File: src/hw/srw_pkg.sv
// Constants shared by the system reset and watchdog block.
// Assumes a single 100 MHz core clock and pin-level inputs from analog detectors.
package srw_pkg;

  // Clock
  localparam int CLK_PERIOD_NS = 10;

  // Pulse-width filters, least times round up
  localparam int EXT_MIN_PULSE_NS = 2500;
  localparam int EXT_MIN_CYC = (EXT_MIN_PULSE_NS + CLK_PERIOD_NS - 1) / CLK_PERIOD_NS;
  localparam int BO_MIN_DUR_NS = 2000;
  localparam int BO_MIN_CYC = (BO_MIN_DUR_NS + CLK_PERIOD_NS - 1) / CLK_PERIOD_NS;

  // Reset delay counter
  localparam int DLY_W = 12;
  localparam int DLY_UNIT_CYC = 64;

  // Watchdog and brown-out off level
  localparam int WDT_OSC_HZ = 128000;
  localparam int WDT_BASE_TICKS = 2048;
  localparam int WDT_W = 20;
  localparam logic [3:0] WDT_PSEL_MAX = 4'h9;
  localparam int CE_WINDOW_CYC = 4;
  localparam logic [2:0] BO_LEVEL_OFF = 3'h7;

  // Reset cause flag positions
  localparam int FLG_POWER = 0;
  localparam int FLG_EXTRF = 1;
  localparam int FLG_BORF = 2;
  localparam int FLG_WDOG = 3;
  localparam logic [3:0] FLAGS_RST = 4'h1;

endpackage

File: src/hw/srw_sync.sv
// Two-stage synchroniser for a vector of pin inputs.
// Assumes the inputs are asynchronous levels; no bit is a bus word.
module srw_sync #(
  parameter int W = 1
) (
  // Clock and reset
  input wire logic core_clk,
  input wire logic reset,
  // Levels
  input wire logic [W-1:0] d,
  output logic [W-1:0] q
);

  typedef struct packed {
    logic [W-1:0] s1;
    logic [W-1:0] s2;
  } srw_sync_t;

  srw_sync_t s_r, s_nxt;

  // First stage feeds only the second
  always_comb begin
    s_nxt = s_r;
    s_nxt.s1 = d;
    s_nxt.s2 = s_r.s1;
  end

  always_ff @(posedge core_clk) begin
    if (reset) begin
      s_r <= '0;
    end else begin
      s_r <= s_nxt;
    end
  end

  assign q = s_r.s2;

endmodule // srw_sync

File: src/hw/srw_filter.sv
// Minimum-duration filter: output rises after MIN_CYC consecutive high cycles.
// Assumes a synchronised input; output falls on the first low cycle.
module srw_filter #(
  parameter int MIN_CYC = 4,
  parameter int W = 16
) (
  // Clock and reset
  input wire logic core_clk,
  input wire logic reset,
  // Level in and filtered level out
  input wire logic lvl,
  output logic filt
);

  typedef struct packed {
    logic [W-1:0] cnt;
    logic out;
  } srw_filt_t;

  srw_filt_t s_r, s_nxt;

  // Count consecutive active cycles
  always_comb begin
    s_nxt = s_r;
    if (!lvl) begin
      s_nxt.cnt = '0;
      s_nxt.out = 1'b0;
    end else if (s_r.cnt >= W'(MIN_CYC - 1)) begin
      s_nxt.out = 1'b1;
    end else begin
      s_nxt.cnt = s_r.cnt + W'(1);
    end
  end

  always_ff @(posedge core_clk) begin
    if (reset) begin
      s_r <= '0;
    end else begin
      s_r <= s_nxt;
    end
  end

  assign filt = s_r.out;

endmodule // srw_filter

File: src/hw/srw_reset_ctrl.sv
// Reset source merge, delay counter, reset cause flags and watchdog.
// Assumes analog detectors and fuses arrive as pins; core-side controls are on core_clk.
module srw_reset_ctrl
  import srw_pkg::*;
#(
  parameter int DLY_UNIT = DLY_UNIT_CYC,
  parameter int WDT_BASE = WDT_BASE_TICKS
) (
  // Clock and reset
  input wire logic core_clk,
  input wire logic reset,
  // Analog detectors and reset pin
  input wire logic supply_below_por,
  input wire logic reset_pin_n,
  input wire logic ext_reset_enable,
  input wire logic vcc_below_bot_minus,
  input wire logic vcc_above_bot_plus,
  input wire logic wdt_osc_clk,
  // Fuses
  input wire logic [2:0] brownout_level_fuse,
  input wire logic [1:0] startup_time_fuse,
  input wire logic [3:0] clock_select_fuse,
  input wire logic watchdog_always_on_fuse,
  // Bandgap requesters
  input wire logic comparator_bandgap_select,
  input wire logic adc_enable,
  // Watchdog control write
  input wire logic wdt_ctrl_we,
  input wire logic wr_watchdog_change_enable,
  input wire logic wr_watchdog_enable,
  input wire logic wr_watchdog_interrupt_enable,
  input wire logic wr_watchdog_interrupt_flag,
  input wire logic [3:0] wr_watchdog_prescale,
  input wire logic watchdog_clear_instruction,
  input wire logic watchdog_int_ack,
  // Reset status write
  input wire logic status_we,
  input wire logic [3:0] status_wr,
  // Reset outputs
  output logic core_reset,
  output logic io_port_reset,
  // Analog controls
  output logic bandgap_enable,
  output logic [2:0] brownout_level_select,
  // Watchdog readback
  output logic watchdog_enable,
  output logic watchdog_change_enable,
  output logic watchdog_interrupt_enable,
  output logic watchdog_interrupt_flag,
  output logic [3:0] watchdog_prescale,
  output logic watchdog_irq,
  // Reset cause flags
  output logic [3:0] reset_flags
);

  ////////////////////////////////////////////////////////////////////////////
  // Pin synchronisers and filters

  localparam int NSYNC = 16;

  logic [NSYNC-1:0] pin_raw;
  logic [NSYNC-1:0] pin_s;
  logic por_s, rst_pin_n_s, ext_en_s, below_s, above_s, osc_s, level2;
  // Synchronised fuse levels
  logic [2:0] bo_lvl_s;
  logic [1:0] stf_s;
  logic [3:0] csf_s;
  // Filtered pin and supply-dip levels
  logic ext_filt, bo_filt;

  assign pin_raw = {supply_below_por, reset_pin_n, ext_reset_enable, vcc_below_bot_minus,
                    vcc_above_bot_plus, wdt_osc_clk, brownout_level_fuse, startup_time_fuse,
                    clock_select_fuse, watchdog_always_on_fuse};

  srw_sync #(.W(NSYNC)) u_sync (
    .core_clk(core_clk),
    .reset(reset),
    .d(pin_raw),
    .q(pin_s)
  );

  // Split the synchronised vector, same order as the packing above
  assign {por_s, rst_pin_n_s, ext_en_s, below_s, above_s, osc_s, bo_lvl_s, stf_s, csf_s,
          level2} = pin_s;

  // Pin low for the minimum width
  srw_filter #(.MIN_CYC(EXT_MIN_CYC), .W(16)) u_ext_filt (
    .core_clk(core_clk),
    .reset(reset),
    .lvl(ext_en_s & ~rst_pin_n_s),
    .filt(ext_filt)
  );

  // Supply dip for the minimum detection time
  // Short dips never reach the hysteresis latch
  srw_filter #(.MIN_CYC(BO_MIN_CYC), .W(16)) u_bo_filt (
    .core_clk(core_clk),
    .reset(reset),
    .lvl(below_s),
    .filt(bo_filt)
  );

  ////////////////////////////////////////////////////////////////////////////
  // State

  typedef struct packed {
    logic rst_act;
    logic [DLY_W-1:0] dly;
    logic brown;
    logic osc_d;
    logic [WDT_W-1:0] wcnt;
    logic wpulse;
    logic en_b;
    logic ie_b;
    logic wdif;
    logic [3:0] wdp;
    logic ce_b;
    logic [2:0] ce_cnt;
    logic [3:0] flags;
    logic bg;
  } srw_state_t;

  srw_state_t s_r, s_nxt;

  logic bo_en, por_src, ext_src, bo_src, any_src, tick, wde_eff, run;
  logic [DLY_W-1:0] dly_len;
  logic [3:0] psel;
  logic [WDT_W:0] limit;

  ////////////////////////////////////////////////////////////////////////////
  // Source decode and period selection

  always_comb begin
    bo_en = bo_lvl_s != BO_LEVEL_OFF;
    por_src = por_s;
    ext_src = ext_filt;
    bo_src = bo_en & s_r.brown;
    // Watchdog pulse joins the OR so its falling edge starts the delay
    any_src = por_src | ext_src | bo_src | s_r.wpulse;
    tick = osc_s & ~s_r.osc_d;
    // Delay length from start-up and clock fuses
    dly_len = (DLY_W'(DLY_UNIT) << stf_s) + (csf_s[3] ? DLY_W'(DLY_UNIT) : DLY_W'(0));
    // Level 2 or a pending watchdog flag keeps the enable set
    wde_eff = level2 | s_r.en_b | s_r.flags[FLG_WDOG];
    run = wde_eff | s_r.ie_b;
    psel = (s_r.wdp > WDT_PSEL_MAX) ? WDT_PSEL_MAX : s_r.wdp;
    limit = ((WDT_W + 1)'(WDT_BASE) << psel) - (WDT_W + 1)'(1);
  end

  ////////////////////////////////////////////////////////////////////////////
  // Next state

  always_comb begin
    s_nxt = s_r;
    s_nxt.osc_d = osc_s;
    s_nxt.wpulse = 1'b0;
    s_nxt.bg = bo_en | comparator_bandgap_select | adc_enable;

    // Hysteresis latch between lower and upper trigger
    if (bo_filt) begin
      s_nxt.brown = 1'b1;
    end else if (above_s) begin
      s_nxt.brown = 1'b0;
    end

    // Reset stretch, restarted by any active source
    if (any_src) begin
      s_nxt.rst_act = 1'b1;
      s_nxt.dly = '0;
    end else if (s_r.rst_act) begin
      if (s_r.dly >= dly_len - DLY_W'(1)) begin
        s_nxt.rst_act = 1'b0;
      end else begin
        s_nxt.dly = s_r.dly + DLY_W'(1);
      end
    end

    // Change-enable window
    if (s_r.ce_b) begin
      if (s_r.ce_cnt == 3'(CE_WINDOW_CYC - 1)) begin
        s_nxt.ce_b = 1'b0;
      end else begin
        s_nxt.ce_cnt = s_r.ce_cnt + 3'h1;
      end
    end

    // Interrupt vector taken
    if (watchdog_int_ack) begin
      s_nxt.wdif = 1'b0;
    end

    // Control write
    if (wdt_ctrl_we) begin
      s_nxt.ie_b = wr_watchdog_interrupt_enable;
      if (wr_watchdog_interrupt_flag) begin
        s_nxt.wdif = 1'b0;
      end
      if (wr_watchdog_enable) begin
        s_nxt.en_b = 1'b1;
      end else if (s_r.ce_b && !level2 && !s_r.flags[FLG_WDOG]) begin
        s_nxt.en_b = 1'b0;
      end
      // Level 2 takes a new period only inside the window
      if (!level2 || s_r.ce_b) begin
        s_nxt.wdp = wr_watchdog_prescale;
      end
      if (wr_watchdog_change_enable && wr_watchdog_enable) begin
        s_nxt.ce_b = 1'b1;
        s_nxt.ce_cnt = 3'h0;
      end else if (!wr_watchdog_change_enable) begin
        s_nxt.ce_b = 1'b0;
      end
    end

    // Watchdog counter and time-out action
    if (!run || watchdog_clear_instruction || s_r.rst_act) begin
      s_nxt.wcnt = '0;
    end else if (tick) begin
      if ({1'b0, s_r.wcnt} >= limit) begin
        s_nxt.wcnt = '0;
        if (s_r.ie_b) begin
          s_nxt.wdif = 1'b1;
          // Next time-out resets unless software re-arms
          if (wde_eff) begin
            s_nxt.ie_b = 1'b0;
          end
        end else begin
          s_nxt.wpulse = 1'b1;
        end
      end else begin
        s_nxt.wcnt = s_r.wcnt + WDT_W'(1);
      end
    end

    // Cause flags: zero write clears, new cause wins
    if (status_we) begin
      s_nxt.flags = s_r.flags & status_wr;
    end
    if (por_src) begin
      s_nxt.flags = FLAGS_RST;
    end else begin
      if (ext_src) begin
        s_nxt.flags[FLG_EXTRF] = 1'b1;
      end
      if (bo_src) begin
        s_nxt.flags[FLG_BORF] = 1'b1;
      end
      if (s_r.wpulse) begin
        s_nxt.flags[FLG_WDOG] = 1'b1;
      end
    end

    // Control bits take initial values during chip reset
    if (s_r.rst_act) begin
      s_nxt.en_b = 1'b0;
      s_nxt.ie_b = 1'b0;
      s_nxt.wdif = 1'b0;
      s_nxt.ce_b = 1'b0;
      s_nxt.ce_cnt = 3'h0;
      s_nxt.wdp = 4'h0;
    end
  end

  ////////////////////////////////////////////////////////////////////////////
  // Registers

  always_ff @(posedge core_clk) begin
    if (reset) begin
      s_r <= '0;
      s_r.rst_act <= 1'b1;
      s_r.flags <= FLAGS_RST;
    end else begin
      s_r <= s_nxt;
    end
  end

  ////////////////////////////////////////////////////////////////////////////
  // Outputs

  // Clockless path straight from the detector pins
  assign io_port_reset = supply_below_por | (ext_reset_enable & ~reset_pin_n)
                         | ((brownout_level_fuse != BO_LEVEL_OFF) & vcc_below_bot_minus)
                         | s_r.rst_act;

  assign core_reset = s_r.rst_act;
  assign bandgap_enable = s_r.bg;
  assign brownout_level_select = bo_lvl_s;
  assign watchdog_enable = wde_eff;
  assign watchdog_change_enable = s_r.ce_b;
  assign watchdog_interrupt_enable = s_r.ie_b;
  assign watchdog_interrupt_flag = s_r.wdif;
  assign watchdog_prescale = s_r.wdp;
  assign watchdog_irq = s_r.wdif;
  assign reset_flags = s_r.flags;

endmodule // srw_reset_ctrl

File: config.mk
export PLATFORM = sky130hd
export DESIGN_NAME = srw_reset_ctrl
export DESIGN_NICKNAME = d
export VERILOG_FILES = /design/src/hw/srw_pkg.sv /design/src/hw/srw_sync.sv /design/src/hw/srw_filter.sv /design/src/hw/srw_reset_ctrl.sv
export SDC_FILE = /design/constraint.sdc
export NUM_CORES = 1
export LEC_CHECK = 0
export BUFFER_PORTS_ARGS = -buffer_cell sky130_fd_sc_hd__buf_2
export CAP_MARGIN = 20
export CORE_ASPECT_RATIO = 0.8
export CORE_MARGIN = 4
export CORE_UTILIZATION = 50
export DETAILED_ROUTE_END_ITERATION = 8
export GPL_ROUTABILITY_DRIVEN = 0
export PLACE_DENSITY = 0.76
export SYNTH_ARGS = -nofsm -noshare
export SYNTH_HDL_FRONTEND = slang
export SYNTH_SLANG_ARGS = --single-unit
File: constraint.sdc
create_clock -name core_clk -period 6.9 [get_ports core_clk]
set_input_delay 1.035 -clock core_clk [delete_from_list [all_inputs] [get_ports core_clk]]
set_output_delay 1.035 -clock core_clk [all_outputs]
set_load 0.1 [all_outputs]
# After elaboration in Yosys (flattened, before gate mapping)
# Index checks and enable logic that the tools add are counted.
[totals]
ff_bits = 118
latchBits = 0
ramBits = 0
mem_bits_ro = 0
word_cells = 120
memories = 0
[classes]
addsub = 8
n_mul = 0
div_mod_pow = 0
order_cmp = 5
eq_ne = 3
shifts = 2
mux = 30
bitwise = 25
n_reduce_logical = 24
[op_table]
columns = ["operator", "count"]
rows = [
  ["$add 16x1->16 const B", 2],
  ["$ge 16x8->1 const B", 2],
  ["$ge 20x21->1", 1],
  ["$shl 12x4->21 const A", 1],
  ["$sub 21x2->21 const B", 1],
  ["$add 20x1->20 const B", 1],
  ["$mux 20", 1],
  ["$mux 4", 4],
  ["$mux 1", 15],
  ["$mux 13", 1],
  ["$add 12x1->12 const B", 1],
  ["$add 12x8->12", 1],
  ["$ge 12x12->1", 1],
  ["$mux 12", 1],
  ["$reduce_or 2->1", 6],
  ["$shl 7x2->12 const A", 1],
  ["$sub 12x1->12 const B", 1],
  ["$or 1x1->1", 11],
  ["$mux 10", 1],
  ["$reduce_bool 2->1", 5],
  ["$mux 2", 4],
  ["$not 1->1", 8],
  ["$mux 7", 1],
  ["$mux 3", 2],
  ["11 further kinds", 24],
]

# Longest topological paths before layout
# Gate-level depths: netlist (run 1).
[depth]
ltp_word = 11
depth_mapped = 16
mapped_depth_nobuf = 16

# Modules after synthesis
# Synthesis (run 1) repeated with hierarchy kept, for this count alone.
[unflattened]
hier_cells = 567
hier_area_um2 = 5221.3
[by_module_without_submodules]
columns = ["module", "n_inst", "cells_per_inst", "area_each_um2"]
rows = [
  ["srw_reset_ctrl", 1, 363, 3025.4],
  ["srw_sync", 1, 67, 863.3],
  ["srw_filter (u_ext_filt)", 1, 71, 704.4],
  ["srw_filter (u_bo_filt)", 1, 66, 628.1],
]

# Worst setup path before layout (run 1)
# Ideal clock, no wire load.
[synth_path]
path_type = "register to register"
from = "register u_sync.s_r (netlist bit u_sync.q[5])"
to = "register s_r[49] in the netlist's numbering"
arrival_time_ns = 2.823
setup_slack_ns = 3.949
path_stages_with_launch = 17
path_buffers = 0
period_less_slack_ns = 2.951
cell_sequence = "dfxtp_1 -> inv_1 -> ha_1 -> inv_1 -> ha_1 -> inv_1 -> ha_1 -> inv_1 -> fa_1 -> xor2_1 -> xnor2_1 -> ha_1 -> nand2_1 -> nor4_4 -> nor2_1 -> a41oi_1 -> nor2_1"
[synth_via]
elab_chain_cells = 6
[synth_rtl]
columns = ["item", "line_no", "rtl"]
rows = [
  ["from (decl)", "srw_sync.sv:19", "srw_sync_t s_r, s_nxt;"],
  ["from (signal assigned)", "srw_sync.sv:32", "s_r <= s_nxt;"],
  ["$shl 7x2->12", "srw_reset_ctrl.sv:142", "dly_len = (DLY_W'(DLY_UNIT) << stf_s) + (csf_s[3] ? DLY_W'(DLY_UNIT) : DLY_W'(0));"],
  ["$add 12x8->12", "srw_reset_ctrl.sv:142", ""],
  ["$sub 12x1->12", "srw_reset_ctrl.sv:171", "if (s_r.dly >= dly_len - DLY_W'(1)) begin"],
  ["$ge 12x12->1", "srw_reset_ctrl.sv:171", ""],
  ["$not 1->1 (no source line)", "--", ""],
  ["$reduce_and 2->1 (no source line)", "--", ""],
  ["to (signal assigned)", "srw_reset_ctrl.sv:273", "s_r <= s_nxt;"],
  ["to (decl)", "srw_reset_ctrl.sv:123", "srw_state_t s_r, s_nxt;"],
]
# Every way passes these cells.
# A chain may end at the register's enable or synchronous reset.

# Final worst setup path (run 1)
# Ends and elaborated chain as after synthesis.

==> impl_metrics.csv, run 1 <==
group,metric,value,unit
routing,vias,3608,
global_routing,antenna_found_initial,0,
logic_synthesis,yosys.area.top_type,"dfxtp_1",
routing,dr.pass1.iters,4,
routing,wl_per_cell,13.1,um
logic_synthesis,syn_area,4960,um2
setup_path,r2r_start,"u_sync.q[5]$_SDFF_PP0_",
setup_path,crit_path_start_kind,"register",
logic_synthesis,yosys.cell_count.top_type,"dfxtp_1",
finish,area_growth,11.0,%
finish,n_antenna_cell,0,
setup_path,crit_path_end_kind,"register",
clock_tree,cts.sinks,112,
global_routing,grt_max_degree,37,
logic_synthesis,synth_top_cells_by_area,"dfxtp_1 45%, ha_1 6.8%, nor2b_1 3.9%",
logic_synthesis,ys_types,64,
floorplan,coreArea,9650,um2
setup_path,crit_path_start,"u_sync.q[5]$_SDFF_PP0_",
timing,relSlewSlack,58.3,%
global_routing,grt_pass1_wl,15.9,mm
logic_synthesis,synth_edf_count,0,
setup_path,path_buf_inv,4,
logic_synthesis,yosys_warnings,0,
routing,drtIter0Drc,126,
timing,rsz0062_at_grt,"false",
finish,final_nets,625,
setup_path,required,7130,ps
power,peakVddDrop,0.000146,V
status,status,"completed",
logic_synthesis,synth_area_per_cell,9.48,um2
clock_tree,root_buffer,"clkbuf_16",
global_routing,grt_usage,16.5,%
global_routing,gr-usage-met3,5.06,%
floorplan,fp-row-count,32,
timing,min_period_over_period,47.2,%
logic_synthesis,yosysSeqAreaShare,45.2,%
logic_synthesis,ys_ff_latch,112,
logic_synthesis,synth_simple_gate_area_share,25.6,%
timing,hold_ws,437,ps
setup_path,path_max_fanout,10,
clock_tree,cts_max_path_buffers,2,
timing,finalSetupTns,0,ps
floorplan,ios,55,
routing,drt_wl_total,9.18,mm
clock_tree,insertion_delay,350,ps
timing,period_minus_slack,3250,ps
timing,setup_violations,0,
timing,hold_violations,0,
global_routing,grt_use_met2,25.4,%
logic_synthesis,synth.top_cell.area_share,45.2,%
logic_synthesis,synth_xor_area_share,6.72,%
routing,ant_nets,0,
timing,skew,6.81,ps
floorplan,die_width,119,um
run,drv_cap,0,
routing,drc,0,
setup_path,slowest_stage,"nor4_4",
global_routing,grtUsageMet1,22.2,%
logic_synthesis,synthFlopType,"dfxtp_1",
hold_path,worstHoldStart,"u_sync.s_nxt[12]$_SDFF_PP0_",
logic_synthesis,synth_adder_area_share,7.22,%
finish,final_layout_size_suffix_gt1_share,16.3,%
routing,via_per_inst,5.14,
setup_path,crit_arrival,3480,ps
hold_path,min_path_type,"reg -> reg",
placed_design,placed_area,5230,um2
setup_path,rrSetupSlack,3650,ps
power,powerDensity,219,nW/um2
logic_synthesis,synth_fp_nets,587,
floorplan,die_area,11600,um2
timing,worst_pin_slew,624,ps
logic_synthesis,synth_top_family_by_area,"simple AND/OR/NAND/NOR gates",
global_routing,top_usage_layer,"met2",
clock_tree,cts_tree,"built",
setup_path,cp_cell_sequence,"inv_1, ha_1, inv_1, ha_1, inv_1, ha_1, inv_1, fa_1, xor2_1, xnor2_1, ha_1, nand2_1, nor4_4, nor2_1, a41oi_1, nor2_1",
logic_synthesis,synth_cells,523,
setup_path,worstSetupPathType,"reg -> reg",
clock_tree,cts_setup_buffers,0,
setup_path,max_stage_delay,530,ps
placed_design,dpl.hpwl,6.66,mm
logic_synthesis,synth_compound_area_share,8.61,%
finish,fin_cells,702,
power,power.total,1.20,mW
clock_tree,cts_hold_buffers,0,
floorplan,initial_core_util,51.4,%
finish,fill_cells,856,
setup_path,path_delay_family,"adder cells",
placed_design,place_inst,686,
power,power_leakage,2.15,nW
global_routing,grt_pass1_vias,3477,
placed_design,port_buffers,51,
clock_tree,path_clk_slew,70,ps
clock_tree,ctsResizeCount,0,
logic_synthesis,synthTopCellsByCount,"112 x dfxtp_1, 49 x nor2_1, 37 x nand2_1",
logic_synthesis,muxShareOfSynthArea,1.41,%
floorplan,die_height,97.1,um
logic_synthesis,async_reset_ff_share,0,%
clock_tree,htreeDepth,3,
finish,final_area,5500,um2
global_routing,grt-ovfl-total,0,
clock_tree,cts_buffers,9,
timing,finalMaxSlewViolations,0,
timing,max_freq,0.307,GHz
where the power goes:
group / total [mW] / internal, mW / switching, mW / leakage, nW
sequential: 0.661 / 0.656 / 0.00493 / 0.909
combinational: 0.0588 / 0.0215 / 0.0373 / 1.11
clock: 0.483 / 0.258 / 0.225 / 0.128
total: 1.20 / 0.935 / 0.267 / 2.15
stage by stage:
step           utilization, %  worst slack [ps]
2_1_floorplan               -              3950
3_3_place_gp             54.2              3720
6_report                 57.0              3650
4_1_cts                  57.0              3630
5_1_grt                  57.0              3350
3_5_place_dp             54.2              3640
area by class of cell:
class                      instances  area (um2)  area share (%)
tap                              136         170            3.09
multi-input combinational        360        2460            44.7
timing repair buffer              51         255            4.64
clock buffer                      13         250            4.55
inverter                          27         101            1.84
clock inverter                     3        26.3           0.477
sequential                       112        2240            40.7
layer usage:
metal / part of all wire [%] / wire length, um
met5: 0 / 0
met4: 1.4 / 125
met3: 5.0 / 458
met2: 44 / 4010
met1: 50 / 4580
placed cells by master, fill, tap and decap left out, types with 2 or more instances in the layout:
| master | netlist | routed |
|---|---|---|
| nor4_1 | 9 | 9 |
| nor2_2 | 10 | 10 |
| xnor2_1 | 18 | 18 |
| a21o_1 | 3 | 3 |
| mux2i_1 | 7 | 7 |
| nand4_1 | 17 | 17 |
| nor2_1 | 49 | 49 |
| xor2_1 | 20 | 20 |
| clkinvlp_4 | 0 | 2 |
| a2111oi_0 | 2 | 2 |
| nor2b_1 | 31 | 31 |
| dfxtp_1 | 112 | 112 |
| a21oi_1 | 16 | 16 |
| o21ai_0 | 8 | 8 |
| clkbuf_16 | 0 | 9 |
| o22ai_1 | 2 | 2 |
| nand2_1 | 37 | 37 |
| inv_1 | 27 | 27 |
| nor3_1 | 9 | 9 |
| ha_1 | 27 | 27 |
| buf_2 | 1 | 51 |
| and3_1 | 13 | 13 |
| and2_1 | 8 | 8 |
| nand3b_1 | 2 | 2 |
| nand2b_1 | 4 | 4 |
| or2_2 | 2 | 2 |
| clkbuf_1 | 8 | 3 |
| nand3_1 | 16 | 16 |
| a31oi_1 | 2 | 2 |
| nor4_4 | 2 | 2 |
| o21ai_1 | 5 | 5 |
| o211ai_1 | 2 | 2 |
| or3_1 | 5 | 5 |
| nor3b_1 | 3 | 3 |
| a21boi_0 | 3 | 3 |
| nor4_2 | 2 | 2 |
final timing paths:
| kind | endpoint | cells past startpoint |
|---|---|---|
| hold reg to reg | u_sync.q[12]$_SDFF_PP0_ | 1 |
| setup / recovery | s_r[49]$_SDFFE_PP0P_ | 16 |
| hold / removal | u_sync.q[12]$_SDFF_PP0_ | 1 |
| setup reg to reg | s_r[49]$_SDFFE_PP0P_ | 16 |
logic make-up (layout without fill, tap and decap cells):
| logic type | after synthesis | count (layout) |
|---|---|---|
| DFF | 112 | 112 |
| and+or+nand+nor | 229 | 229 |
| muxes | 7 | 7 |
| adders and majority gates | 28 | 28 |
| xor gates and xnor gates | 38 | 38 |
| buffers and inverters | 51 | 94 |
| AOI/OAI and AO/OA | 58 | 58 |
sequential cells by signal, indices dropped and copies added (netlist names):
| signal | count |
|---|---|
| s_r | 39 |
| u_bo_filt.s_r | 16 |
| u_ext_filt.s_r | 16 |
| u_sync.q | 13 |
| u_sync.s_nxt | 13 |
| reset_flags | 4 |
| watchdog_prescale | 4 |
| bandgap_enable | 1 |
| core_reset | 1 |
| u_bo_filt.filt | 1 |
| u_ext_filt.filt | 1 |
| watchdog_change_enable | 1 |
| watchdog_interrupt_enable | 1 |
| watchdog_interrupt_flag | 1 |
Note: power is estimated with default switching activity, not from simulation.
==> run 2: changes to the inputs <==
--- a/config.mk
+++ b/config.mk
@@ -12,7 +12,7 @@
 export CORE_UTILIZATION = 50
 export DETAILED_ROUTE_END_ITERATION = 8
 export GPL_ROUTABILITY_DRIVEN = 0
-export PLACE_DENSITY = 0.76
+export PLACE_DENSITY = 0.78
 export SYNTH_ARGS = -nofsm -noshare
 export SYNTH_HDL_FRONTEND = slang
 export SYNTH_SLANG_ARGS = --single-unit
==> constraint.sdc (replaced) <==
create_clock -name core_clk -period 2.9 [get_ports core_clk]
set_input_delay 0.435 -clock core_clk [delete_from_list [all_inputs] [get_ports core_clk]]
set_output_delay 0.435 -clock core_clk [all_outputs]
set_load 0.1 [all_outputs]
==> impl_metrics.csv, run 2 (synthesized netlist as in run 1, its figures left out) <==
group,metric,value,unit
status,status,"finished with violations",
status,violations,"setup timing",
floorplan,die_height,97.1,um
floorplan,die_width,119,um
setup_path,slowest_stage,"o211ai_1",
finish,fill_cells,776,
setup_path,cp_cell_sequence,"inv_2, ha_4, inv_2, ha_4, inv_4, ha_4, inv_2, fa_2, xor2_2, xnor2_1, ha_2, nand2_4, o211ai_1, buf_4, nor3_2, xnor2_1, nor2_1",
timing,finalSetupTns,-1230,ps
routing,drt_wl_total,10.2,mm
routing,ant_nets,0,
power,peakVddDrop,0.000387,V
finish,registers.top_by_ff_count,"s_r",
global_routing,grt_max_degree,37,
finish,largest_reg_flops,39,
timing,rsz0062_at_grt,"true",
global_routing,grt_pass1_vias,3734,
global_routing,grt_usage,17.9,%
hold_path,worstHoldStart,"clock_select_fuse[3]",
finish,fin_cells,723,
clock_tree,insertion_delay,340,ps
finish,final_nets,649,
finish,mostFrequentLayoutCell,"dfxtp_1",
placed_design,port_buffers,51,
setup_path,path_buf_inv,5,
finish,final_cell_mix,"110 x dfxtp_1, 51 x buf_2, 48 x nor2_1",
floorplan,coreArea,9650,um2
clock_tree,cts_tree,"built",
finish,reg.largest.list,"s_r (39), u_bo_filt.s_r (16), u_ext_filt.s_r (16)",
setup_path,timing.rr.end,"s_r[43]$_SDFFE_PP0P_",
finish,fin_util,60.7,%
routing,via_per_inst,5.29,
routing,drc,0,
setup_path,reg2reg_depth,17,
clock_tree,root_buffer,"clkbuf_16",
setup_path,required,3120,ps
timing,min_period_over_period,106,%
placed_design,dpl.hpwl,6.69,mm
routing,vias,3824,
setup_path,rrSetupSlack,-180,ps
setup_path,max_stage_delay,500,ps
setup_path,path_max_fanout,5,
setup_path,crit_path_end_kind,"register",
floorplan,initial_core_util,51.4,%
global_routing,antenna_found_initial,1,
timing,hold_violations,0,
routing,wl_per_cell,14.1,um
setup_path,crit_path_start_kind,"register",
power,power.total,2.92,mW
clock_tree,cts_max_path_buffers,2,
clock_tree,htreeDepth,3,
setup_path,worstSetupPathType,"reg -> reg",
power,power_leakage,2.30,nW
routing,drtIter0Drc,194,
floorplan,die_area,11600,um2
setup_path,path_delay_family,"adder cells",
global_routing,grt_pass1_wl,17.1,mm
timing,relSlewSlack,58.8,%
finish,final_layout_size_suffix_gt1_share,24.0,%
timing,worst_pin_slew,617,ps
clock_tree,cts.sinks,112,
timing,hold_ws,304,ps
hold_path,hold_end,"u_sync.s_nxt[4]$_SDFF_PP0_",
timing,period_minus_slack,3080,ps
finish,n_antenna_cell,0,
placed_design,place_inst,697,
timing,skew,5.03,ps
routing,dr.pass1.iters,5,
power,powerDensity,498,nW/um2
clock_tree,path_clk_slew,60,ps
hold_path,holdPathStages,2,
global_routing,grt-ovfl-total,0,
setup_path,crit_arrival,3290,ps
clock_tree,cts_hold_buffers,0,
timing,max_freq,0.325,GHz
run,drv_cap,0,
hold_path,min_path_type,"in -> reg",
clock_tree,cts_buffers,9,
floorplan,fp-row-count,32,
floorplan,ios,55,
finish,area_growth,18.3,%
timing,setup_slack,-176,ps
setup_path,r2r_start,"u_sync.q[5]$_SDFF_PP0_",
timing,setup_violations,12,
timing,finalMaxSlewViolations,0,
[run 2: area by class of cell]
type	count	area, um2	share of cell area (%)
sequential	112	2240	38.3
tap	136	170	2.90
timing repair buffer	74	444	7.58
clock inverter	3	46.3	0.790
multi-input combinational	361	2620	44.7
clock buffer	10	229	3.91
inverter	27	104	1.77
[run 2: how the worst max path moves through the flow]
stage	to	slack, ps	depth (start not counted)	from
floorplan	s_r[48]$_SDFFE_PP0P_	20	16	u_sync.q[5]$_SDFF_PP0_
global placement	s_r[48]$_SDFFE_PP0P_	-50	16	u_sync.q[5]$_SDFF_PP0_
detailed placement	s_r[48]$_SDFFE_PP0P_	-190	16	u_sync.q[5]$_SDFF_PP0_
CTS	s_r[46]$_SDFFE_PP0P_	-90	17	u_sync.q[6]$_SDFF_PP0_
global route	s_r[43]$_SDFFE_PP0P_	-290	17	u_sync.q[5]$_SDFF_PP0_
finish	s_r[43]$_SDFFE_PP0P_	-180	17	u_sync.q[5]$_SDFF_PP0_
[run 2: stage by stage]
stage,cell area [um2],setup slack (ps)
floorplan,4960,16.4
global placement,5310,-47.2
detailed placement,5310,-189
CTS,5750,-92.4
global route,5860,-294
finish,5860,-176
[run 2: per-layer routing]
layer	vias to the layer above	routed length, um	part of all wire, %	global-route usage (%)
met5	-	7	0.069	0
met4	2	267	2.6	7.04
met3	27	589	5.8	4.54
met2	114	4670	46	28.4
met1	1779	4640	46	23.4
li1	1902	-	-	-
[run 2: worst reg2reg max path, delay by kind of cell, from the launching register on]
kind	cells	cell delay, ps
AO/OA/AOI/OAI	1	500
XOR/XNOR	3	440
adder cells (fa/ha/maj)	5	1120
buffers and inverters	5	400
flip-flops	1	320
AND/OR/NAND/NOR	3	180
[run 2: power breakdown]
part	leakage (nW)	switching, mW	total [mW]	internal, mW
Combinational	1.26	0.105	0.173	0.0676
Clock	0.130	0.514	1.17	0.657
Sequential	0.910	0.0119	1.57	1.56
[run 2: repair_timing]
item,in CTS,in global routing
pin swaps,17,14
cloned,1,0
setup buffers,5,7
endpoints found under the setup margin,12,29
gates resized for setup,29,9
==> run 3: changes to the inputs <==
--- a/config.mk
+++ b/config.mk
@@ -12,7 +12,7 @@
 export CORE_UTILIZATION = 50
 export DETAILED_ROUTE_END_ITERATION = 8
 export GPL_ROUTABILITY_DRIVEN = 0
-export PLACE_DENSITY = 0.78
+export PLACE_DENSITY = 0.76
 export SYNTH_ARGS = -nofsm -noshare
 export SYNTH_HDL_FRONTEND = slang
 export SYNTH_SLANG_ARGS = --single-unit
==> constraint.sdc (replaced) <==
create_clock -name core_clk -period 3.62 [get_ports core_clk]
set_input_delay 0.543 -clock core_clk [delete_from_list [all_inputs] [get_ports core_clk]]
set_output_delay 0.543 -clock core_clk [all_outputs]
set_load 0.1 [all_outputs]
==> impl_metrics.csv, run 3 (synthesized netlist as in run 1, its figures left out) <==
group,metric,value,unit
finish,registers.top_by_ff_count,"s_r",
setup_path,required,3840,ps
finish,largest_reg_flops,39,
timing,period_minus_slack,3260,ps
finish,reg.largest.list,"s_r (39), u_bo_filt.s_r (16), u_ext_filt.s_r (16)",
setup_path,worstSetupPathType,"reg -> reg",
hold_path,worstHoldStart,"vcc_above_bot_plus",
global_routing,grt_usage,16.2,%
routing,ant_nets,0,
placed_design,port_buffers,51,
clock_tree,htreeDepth,3,
setup_path,r2r_start,"u_sync.q[5]$_SDFF_PP0_",
routing,wl_per_cell,12.9,um
floorplan,ios,55,
power,peakVddDrop,0.000270,V
finish,multi_input_area,2460,um2
timing,finalSetupTns,0,ps
finish,final_nets,625,
clock_tree,cts_tree,"built",
run,drv_cap,0,
finish,fin_cells,702,
timing,max_freq,0.307,GHz
routing,vias,3576,
global_routing,antenna_found_initial,0,
floorplan,coreArea,9650,um2
routing,dr.pass1.iters,4,
timing,hold_violations,0,
clock_tree,cts_max_path_buffers,2,
timing,worst_pin_slew,610,ps
floorplan,die_area,11600,um2
timing,rsz0062_at_grt,"false",
setup_path,crit_path_start_kind,"register",
finish,fill_cells,858,
setup_path,path_max_fanout,10,
timing,finalMaxSlewViolations,0,
clock_tree,cts_hold_buffers,0,
power,power_leakage,2.15,nW
power,powerDensity,417,nW/um2
placed_design,dpl.hpwl,6.63,mm
clock_tree,ctsResizeCount,0,
global_routing,grt-ovfl-total,0,
clock_tree,insertion_delay,340,ps
placed_design,place_inst,686,
finish,final_cell_mix,"112 x dfxtp_1, 51 x buf_2, 49 x nor2_1",
routing,drc,0,
timing,relSlewSlack,59.3,%
clock_tree,path_clk_slew,70,ps
global_routing,grt_pass1_wl,15.7,mm
hold_path,min_path_type,"in -> reg",
finish,final_layout_size_suffix_gt1_share,16.6,%
setup_path,crit_path_end_kind,"register",
clock_tree,cts.sinks,112,
clock_tree,root_buffer,"clkbuf_16",
timing,setup_violations,0,
routing,drtIter0Drc,136,
timing,skew,5.34,ps
status,status,"completed",
finish,n_antenna_cell,0,
finish,seqCellArea,2240,um2
clock_tree,cts_buffers,9,
floorplan,die_width,119,um
routing,drt_wl_total,9.03,mm
finish,area_growth,11.1,%
timing,min_period_over_period,90.1,%
global_routing,grt_max_degree,37,
floorplan,die_height,97.1,um
finish,fin_util,57.1,%
floorplan,fp-row-count,32,
finish,mostFrequentLayoutCell,"dfxtp_1",
floorplan,initial_core_util,51.4,%
setup_path,crit_arrival,3480,ps
clock_tree,cts_setup_buffers,0,
routing,via_per_inst,5.09,
setup_path,crit_path_start,"u_sync.q[5]$_SDFF_PP0_",
global_routing,grt_pass1_vias,3434,
-- run 3: per-layer routing --
layer	vias to the layer above	global-route usage, %	routed length, um
li1	1853	-	-
met1	1644	21.9	4490
met2	72	25.3	4020
met3	7	4.66	438
met4	0	4.75	82
met5	-	0	0
-- run 3: final cells by class --
cell class,count,area share [%]
clock buffers,11,4.41
clock inverters,5,0.704
inverters,27,1.84
multi-input cells,360,44.6
flip-flops and latches,112,40.7
well taps,136,3.09
repair buffers,51,4.63
-- run 3: report_power, final --
part	internal (mW)	switching (mW)
logic	0.0408	0.0709
registers	1.25	0.00926
clock network	0.491	0.437
-- run 3: per-stage QoR --
| step | power [mW] | hold WS [ps] | instance area (um2) | worst slack (ps) |
|---|---|---|---|---|
| finish | 2.30 | 405 | 5510 | 360 |
| CTS | 2.33 | 391 | 5510 | 355 |
| detailed placement | 1.40 | 421 | 5230 | 366 |
| global route | 2.39 | 396 | 5510 | 127 |
| global placement | 1.39 | 414 | 5230 | 457 |
| floorplan | 1.37 | 406 | 4960 | 669 |
-- run 3: critical path, cell delays in order (launching register included) --
cell     delay, ps
dfxtp_1        330
inv_1          130
ha_1           160
inv_1           50
ha_1           180
inv_1           60
ha_1           130
inv_1           50
fa_1           370
xor2_1         160
xnor2_1        120
ha_1           290
nand2_1        120
nor4_4         530
nor2_1         190
a41oi_1        210
nor2_1          50
-- run 3: path summary, 6_finish.rpt --
check	cells after the start	slack, ps	end
worst min register to register	2	430	s_r[7]$_SDFF_PP0_
worst min-delay path	2	410	u_sync.s_nxt[11]$_SDFF_PP0_
worst max-delay path	16	360	s_r[49]$_SDFFE_PP0P_
worst max register to register	16	360	s_r[49]$_SDFFE_PP0P_
